===== src/include/ssr_pkg.sv =====
// package for the selective subsystem reset control
// assumes a single 40 MHz device clock and a synchronous active-high reset
package ssr_pkg;
   // ---------------------------------------------------------------
   // control word bit positions
   // ---------------------------------------------------------------
   localparam int unsigned SSR_BIT_WHOLE = 16;
   localparam int unsigned SSR_BIT_RX    = 17;
   localparam int unsigned SSR_BIT_TX    = 18;
   localparam int unsigned SSR_BIT_XFER  = 19;
   localparam int unsigned SSR_BIT_FIFO  = 20;
   localparam int unsigned SSR_BIT_NET   = 21;
   localparam int unsigned SSR_BIT_HOST  = 22;
   localparam int unsigned SSR_BIT_SELF  = 23;
   localparam int unsigned SSR_CTRL_W    = 32;

   // ---------------------------------------------------------------
   // register widths and reset values
   // ---------------------------------------------------------------
   localparam int unsigned SSR_PTR_W = 32;
   localparam int unsigned SSR_THR_W = 16;
   localparam logic [SSR_PTR_W-1:0] SSR_PTR_RST  = 32'h0000_0000;
   localparam logic [SSR_THR_W-1:0] SSR_THR_RST  = 16'h0000;
   localparam logic                 SSR_FLAG_RST = 1'h0;

   // sequencer phases
   typedef enum logic [0:0] {SSR_IDLE, SSR_APPLY} ssr_phase_e;

   // a select group is hit when selected and its side or the whole device is triggered
   function automatic logic ssr_hit(input logic whole, input logic side, input logic sel);
      return sel & (whole | side);
   endfunction
endpackage


===== src/rtl/ssr_hold_reg.sv =====
// holding register that a reset group clears and the engine loads
// assumes load and clear are single-cycle pulses on clk
`timescale 1ns/10ps
`default_nettype none
module ssr_hold_reg
   import ssr_pkg::*;
#(
   parameter int unsigned          W   = 1,
   parameter logic [W-1:0]         RST = '0
) (
   input  wire logic         clk,
   input  wire logic         sys_rst,
   input  wire logic         load,
   input  wire logic [W-1:0] load_value,
   input  wire logic         clear,
   output logic      [W-1:0] value
);
   typedef struct packed {
      logic [W-1:0] value;
   } ssr_hold_s;

   ssr_hold_s st;
   ssr_hold_s next_st;

   // an engine load in the clearing cycle wins over the clear
   always_comb begin
      next_st = st;
      if (load) begin
         next_st.value = load_value;
      end else if (clear) begin
         next_st.value = RST;
      end
   end

   // state register
   always_ff @(posedge clk) begin
      if (sys_rst) begin
         st.value <= RST;
      end else begin
         st <= next_st;
      end
   end

   assign value = st.value;
endmodule
`default_nettype wire


===== src/rtl/ssr_top.sv =====
// selective subsystem reset sequencer with its cleared registers
// assumes control bits arrive as plain ports with a one-cycle write strobe
`timescale 1ns/10ps
`default_nettype none
module ssr_top
   import ssr_pkg::*;
(
   input  wire logic                 clk,
   input  wire logic                 sys_rst,
   input  wire logic                 ctrl_write,
   input  wire logic                 whole_device_reset_trigger,
   input  wire logic                 receive_reset_trigger,
   input  wire logic                 transmit_reset_trigger,
   input  wire logic                 transfer_select,
   input  wire logic                 fifo_select,
   input  wire logic                 network_select,
   input  wire logic                 host_select,
   input  wire logic                 self_setup_select,
   input  wire logic                 tx_ptr_load,
   input  wire logic [SSR_PTR_W-1:0] tx_ptr_value,
   input  wire logic                 rx_ptr_load,
   input  wire logic [SSR_PTR_W-1:0] rx_ptr_value,
   input  wire logic                 thr_load,
   input  wire logic [SSR_THR_W-1:0] thr_value,
   input  wire logic                 tx_done_set,
   input  wire logic                 rx_done_set,
   input  wire logic                 tx_active_start,
   input  wire logic                 tx_active_end,
   output logic                      reset_busy,
   output logic [SSR_CTRL_W-1:0]     reset_ctrl_status,
   output logic                      tx_xfer_clear,
   output logic                      rx_xfer_clear,
   output logic                      tx_fifo_clear,
   output logic                      rx_fifo_clear,
   output logic                      tx_net_clear,
   output logic                      rx_net_clear,
   output logic                      tx_host_clear,
   output logic                      rx_host_clear,
   output logic                      tx_self_clear,
   output logic                      rx_self_clear,
   output logic [SSR_PTR_W-1:0]      tx_descriptor_list_pointer,
   output logic [SSR_PTR_W-1:0]      rx_descriptor_list_pointer,
   output logic [SSR_THR_W-1:0]      tx_launch_threshold,
   output logic                      tx_transfer_done_flag,
   output logic                      rx_transfer_done_flag,
   output logic                      tx_transfer_active_flag
);
   // ---------------------------------------------------------------
   // sequencer state
   // ---------------------------------------------------------------
   typedef struct packed {
      ssr_phase_e phase;
      logic       trig_whole;
      logic       trig_rx;
      logic       trig_tx;
      logic       sel_xfer;
      logic       sel_fifo;
      logic       sel_net;
      logic       sel_host;
      logic       sel_self;
      logic       clr_tx_xfer;
      logic       clr_rx_xfer;
      logic       clr_tx_fifo;
      logic       clr_rx_fifo;
      logic       clr_tx_net;
      logic       clr_rx_net;
      logic       clr_tx_host;
      logic       clr_rx_host;
      logic       clr_tx_self;
      logic       clr_rx_self;
   } ssr_state_s;

   ssr_state_s st;
   ssr_state_s next_st;
   logic       take_write;
   logic       any_trig;

   assign take_write = ctrl_write & (st.phase == SSR_IDLE);
   assign any_trig   = whole_device_reset_trigger | receive_reset_trigger
                     | transmit_reset_trigger;

   // write capture, one-cycle clear pulses, then self-clearing
   always_comb begin
      next_st = st;
      next_st.clr_tx_xfer = 1'b0;
      next_st.clr_rx_xfer = 1'b0;
      next_st.clr_tx_fifo = 1'b0;
      next_st.clr_rx_fifo = 1'b0;
      next_st.clr_tx_net  = 1'b0;
      next_st.clr_rx_net  = 1'b0;
      next_st.clr_tx_host = 1'b0;
      next_st.clr_rx_host = 1'b0;
      next_st.clr_tx_self = 1'b0;
      next_st.clr_rx_self = 1'b0;
      unique case (st.phase)
         SSR_IDLE: begin
            if (take_write) begin
               // selects are sampled with the same write
               next_st.sel_xfer = transfer_select;
               next_st.sel_fifo = fifo_select;
               next_st.sel_net  = network_select;
               next_st.sel_host = host_select;
               next_st.sel_self = self_setup_select;
               if (any_trig) begin
                  next_st.phase      = SSR_APPLY;
                  next_st.trig_whole = whole_device_reset_trigger;
                  next_st.trig_rx    = receive_reset_trigger;
                  next_st.trig_tx    = transmit_reset_trigger;
                  next_st.clr_tx_xfer = ssr_hit(whole_device_reset_trigger,
                     transmit_reset_trigger, transfer_select);
                  next_st.clr_rx_xfer = ssr_hit(whole_device_reset_trigger,
                     receive_reset_trigger, transfer_select);
                  next_st.clr_tx_fifo = ssr_hit(whole_device_reset_trigger,
                     transmit_reset_trigger, fifo_select);
                  next_st.clr_rx_fifo = ssr_hit(whole_device_reset_trigger,
                     receive_reset_trigger, fifo_select);
                  next_st.clr_tx_net = ssr_hit(whole_device_reset_trigger,
                     transmit_reset_trigger, network_select);
                  next_st.clr_rx_net = ssr_hit(whole_device_reset_trigger,
                     receive_reset_trigger, network_select);
                  next_st.clr_tx_host = ssr_hit(whole_device_reset_trigger,
                     transmit_reset_trigger, host_select);
                  next_st.clr_rx_host = ssr_hit(whole_device_reset_trigger,
                     receive_reset_trigger, host_select);
                  next_st.clr_tx_self = ssr_hit(whole_device_reset_trigger,
                     transmit_reset_trigger, self_setup_select);
                  next_st.clr_rx_self = ssr_hit(whole_device_reset_trigger,
                     receive_reset_trigger, self_setup_select);
               end
            end
         end
         SSR_APPLY: begin
            // triggers and the transfer select drop once the pulses are out
            next_st.phase      = SSR_IDLE;
            next_st.trig_whole = 1'b0;
            next_st.trig_rx    = 1'b0;
            next_st.trig_tx    = 1'b0;
            next_st.sel_xfer   = 1'b0;
         end
      endcase
   end

   // state register
   always_ff @(posedge clk) begin
      if (sys_rst) begin
         st <= '{phase: SSR_IDLE, default: 1'b0};
      end else begin
         st <= next_st;
      end
   end

   // ---------------------------------------------------------------
   // outputs
   // ---------------------------------------------------------------
   // clear pulses and status word come straight from flops
   always_comb begin
      reset_ctrl_status = '0;
      reset_ctrl_status[SSR_BIT_WHOLE] = st.trig_whole;
      reset_ctrl_status[SSR_BIT_RX]    = st.trig_rx;
      reset_ctrl_status[SSR_BIT_TX]    = st.trig_tx;
      reset_ctrl_status[SSR_BIT_XFER]  = st.sel_xfer;
      reset_ctrl_status[SSR_BIT_FIFO]  = st.sel_fifo;
      reset_ctrl_status[SSR_BIT_NET]   = st.sel_net;
      reset_ctrl_status[SSR_BIT_HOST]  = st.sel_host;
      reset_ctrl_status[SSR_BIT_SELF]  = st.sel_self;
   end

   assign reset_busy    = (st.phase == SSR_APPLY);
   assign tx_xfer_clear = st.clr_tx_xfer;
   assign rx_xfer_clear = st.clr_rx_xfer;
   assign tx_fifo_clear = st.clr_tx_fifo;
   assign rx_fifo_clear = st.clr_rx_fifo;
   assign tx_net_clear  = st.clr_tx_net;
   assign rx_net_clear  = st.clr_rx_net;
   assign tx_host_clear = st.clr_tx_host;
   assign rx_host_clear = st.clr_rx_host;
   assign tx_self_clear = st.clr_tx_self;
   assign rx_self_clear = st.clr_rx_self;

   // ---------------------------------------------------------------
   // registers cleared by the groups
   // ---------------------------------------------------------------
   // transmit pointer follows the tx transfer group only
   ssr_hold_reg #(.W(SSR_PTR_W), .RST(SSR_PTR_RST)) u_tx_ptr (
      .clk        (clk),
      .sys_rst    (sys_rst),
      .load       (tx_ptr_load),
      .load_value (tx_ptr_value),
      .clear      (st.clr_tx_xfer),
      .value      (tx_descriptor_list_pointer)
   );

   // receive pointer follows the rx transfer group only
   ssr_hold_reg #(.W(SSR_PTR_W), .RST(SSR_PTR_RST)) u_rx_ptr (
      .clk        (clk),
      .sys_rst    (sys_rst),
      .load       (rx_ptr_load),
      .load_value (rx_ptr_value),
      .clear      (st.clr_rx_xfer),
      .value      (rx_descriptor_list_pointer)
   );

   // launch threshold belongs to the tx fifo group
   ssr_hold_reg #(.W(SSR_THR_W), .RST(SSR_THR_RST)) u_thr (
      .clk        (clk),
      .sys_rst    (sys_rst),
      .load       (thr_load),
      .load_value (thr_value),
      .clear      (st.clr_tx_fifo),
      .value      (tx_launch_threshold)
   );

   // done flags: set by the engine, set wins over the group clear
   ssr_hold_reg #(.W(1), .RST(SSR_FLAG_RST)) u_tx_done (
      .clk        (clk),
      .sys_rst    (sys_rst),
      .load       (tx_done_set),
      .load_value (1'b1),
      .clear      (st.clr_tx_xfer),
      .value      (tx_transfer_done_flag)
   );

   ssr_hold_reg #(.W(1), .RST(SSR_FLAG_RST)) u_rx_done (
      .clk        (clk),
      .sys_rst    (sys_rst),
      .load       (rx_done_set),
      .load_value (1'b1),
      .clear      (st.clr_rx_xfer),
      .value      (rx_transfer_done_flag)
   );

   // active flag: start sets, end drops, tx group clear drops
   ssr_hold_reg #(.W(1), .RST(SSR_FLAG_RST)) u_tx_active (
      .clk        (clk),
      .sys_rst    (sys_rst),
      .load       (tx_active_start | tx_active_end),
      .load_value (tx_active_start),
      .clear      (st.clr_tx_xfer),
      .value      (tx_transfer_active_flag)
   );
endmodule
`default_nettype wire

===== config.mk =====
export PLATFORM = sky130hd
export DESIGN_NAME = ssr_top
export DESIGN_NICKNAME = d
export VERILOG_FILES = /design/src/include/ssr_pkg.sv /design/src/rtl/ssr_hold_reg.sv /design/src/rtl/ssr_top.sv
export SDC_FILE = /design/constraint.sdc
export NUM_CORES = 1
export LEC_CHECK = 0
export ABC_AREA = 1
export BUFFER_PORTS_ARGS = -buffer_cell sky130_fd_sc_hd__buf_2
export CAP_MARGIN = 20
export CORE_UTILIZATION = 35
export CTS_BUF_LIST = sky130_fd_sc_hd__clkbuf_2 sky130_fd_sc_hd__clkbuf_4 sky130_fd_sc_hd__clkbuf_8
export DETAILED_ROUTE_END_ITERATION = 8
export GPL_TIMING_DRIVEN = 0
export PLACE_DENSITY = 0.7
export SETUP_SLACK_MARGIN = 0.5
export SYNTH_ARGS = -nofsm -noshare
export SYNTH_HDL_FRONTEND = slang
export SYNTH_SLANG_ARGS = --single-unit

===== constraint.sdc =====
create_clock -name clk -period 0.8 [get_ports clk]
set_input_delay 0.16 -clock clk [delete_from_list [all_inputs] [get_ports clk]]
set_output_delay 0.16 -clock clk [all_outputs]
set_load 0.02 [all_outputs]

==> flow_summary.yaml <==
job:
  max_cap_violations: 0
worst_hold_path:
  holdCritPathClass: "in -> reg"
  min-delay-start: "tx_active_start"
synthesis:
  synth_area_mm2: 0.00380
  syn_area_per_cell_um2: 8.39
  seq_area_frac_synth_pct: 53.7
  synth_top_area_cell: "dfxtp_1"
  synth_top_cell_area_share_pct: 53.7
  synthTopCellsByArea: "dfxtp_1 54%, nand2_1 16%, a21oi_1 11%"
  yosysWarningCount: 0
  synth-seq-cells: 102
  synthCells: 453
  synth_cell_type_count: 22
die:
  fp.dieH_um: 106
  rows: 37
  ios: 224
  core_mm2: 0.0104
  initial_core_util_pct: 36.5
  design.die.area_mm2: 0.0113
  fp.dieW_um: 106
timing:
  hold_ws_ns: 0.0191
  rsz0062_at_grt: "true"
  worst_slack_ns: -0.274
  finalSetupViolCount: 201
  fmax_mhz: 931
  fin_crit_ns: 1.07
  fin_crit_sh_pct: 134
  max_slew_margin_pct: 40.7
  hold_viol_final: 0
  skew_ns: 0.0132
  tns_ns: -38.79
  finalMaxSlewViolations: 0
  tightest_slew_ns: 0.887
worst_setup_path:
  critPathCaptureType: "flop"
  crit_fanout: 7
  crit_start: "rx_xfer_clear"
  crit_required_ns: 1.07
  critical_path_class: "reg -> reg"
  cp.arrival_ns: 1.34
  r2r_start: "rx_xfer_clear"
  startpoint_type: "flop"
global_routing:
  grt_pass1_vias: 3744
  grt_pass1_wl_mm: 17.8
  antenna_found_initial: 0
  grt_start_max_net_pins: 18
  gr-total-overflow: 0
  grt_usage_pct: 19.7
placement:
  dp_hpwl_mm: 7.78
  dpl-instance-area_mm2: 0.00544
  io_buffer_count: 195
  place_inst: 807
  gp_congestion: 0.769
layout:
  diodes: 0
  final_area_mm2: 0.00710
  fillers: 776
  drive_gt1_share_pct: 71.5
  layout.nets: 813
  mostFrequentLayoutCell: "nand2_1"
  area_growth_pct: 87.0
  final_cell_mix: "125 x nand2_1, 118 x buf_6, 104 x buf_2"
  instances_no_fill: 856
clocking:
  cts_buffers: 9
  cts_tree: "yes"
  clk_latency_ns: 0.36
  clock-sinks: 102
  htreeDepth: 3
  root_buffer: "clkbuf_8"
  cts_buffer_depth: 2
  clkTransAtPathRegs_ns: 0.10
routing:
  drt-initial-drc-count: 158
  ant_nets: 0
  firstDrtPassIters: 4
  drc: 0
  vias_per_cell: 4.62
  avgRoutedWirePerCell_um: 14.3
  finalWirelength_mm: 12.3
  vias: 3957
power:
  p_total_w: 0.0111
  irDropWorstVdd_mv: 0.969
  p_per_area_mw_per_mm2: 1570
  leakage_nw: 3.26
run_status:
  violations: "negative setup slack"
  status: "finished, violations left"
timing repair:
action	4_1_cts	5_1_grt
buffers inserted	7	18
endpoints found under the setup margin	204	204
gates resized for setup	248	114
gates cloned	8	0
hold endpoints to repair	2	0
pin swaps	6	35
worst max-delay path: stages, from the launching register on:
cell,delay [ns]
dfxtp_4,0.36
buf_12,0.13
nor2_8,0.15
buf_6,0.17
nand2_4,0.06
a21oi_2,0.13
cells by family (layout without fill, tap and decap cells):
logic type / Yosys count / after routing / share of synthesized area, %
compound gates: 92 / 92 / 12.8
buf+inv: 65 / 309 / 11.6
flops: 102 / 102 / 53.7
other cells: 1 / 24 / 0.0987
simple gates: 193 / 193 / 21.8
cell usage after synthesis:
library cell / n
nand2_1: 164
dfxtp_1: 102
a21oi_1: 87
buf_4: 26
buf_2: 12
buf_6: 11
inv_1: 11
nor3_1: 9
nor2_1: 7
clkbuf_1: 4
a211oi_2: 3
nand3_1: 3
nor2_4: 3
nor2_8: 3
a211oi_1: 1
conb_1: 1
inv_2: 1
nand2_2: 1
nand3_2: 1
nand3b_1: 1
nor3_2: 1
o21ai_0: 1
final timing paths:
check	to	slack (ns)	cells past startpoint
worst max-delay path	u_rx_ptr.value[11]	-0.27	5
worst min-delay path	u_tx_active.value	0.02	3
worst max register to register	u_rx_ptr.value[11]	-0.27	5
worst min register to register	u_tx_ptr.value[0]	0.48	2
layer usage:
layer | global-route usage (%) | up-vias | routed length, um | share of wire (%)
li1 | - | 1929 | - | -
met1 | 22.5 | 1866 | 4620 | 38
met2 | 36.5 | 148 | 6770 | 55
met3 | 3.86 | 14 | 718 | 5.8
met4 | 6.65 | 0 | 170 | 1.4
met5 | 0 | - | 0 | 0
layout make-up:
class                      count  area (um^2)  area share [%]
buffer                        53          412            5.79
clock inverter                 6         43.8           0.616
multi-input combinational    309         1940            27.3
inverter                      12         45.0           0.634
timing repair buffer         228         1950            27.5
sequential                   102         2410            33.9
tap                          136          170            2.40
clock buffer                  10          131            1.85
sequential cells by signal, summed over array words and instances (netlist names), 8 cells and up:
register,count
u_thr.value,16
u_rx_ptr.value,32
u_tx_ptr.value,32
reset_ctrl_status,8
power breakdown:
part | switching [W] | internal (W)
Clock | 0.00180 | 0.00119
Sequential | 0.000237 | 0.00523
Combinational | 0.00138 | 0.00129
Total | 0.00342 | 0.00771
metrics by stage:
stage	worst slack (ns)	util (%)
2_1_floorplan	-0.0412	-
3_3_place_gp	-0.238	52.2
3_5_place_dp	-0.254	52.2
4_1_cts	-0.258	62.9
5_1_grt	-0.320	68.2
6_report	-0.274	68.2
Power figures use the tool's default switching activity.
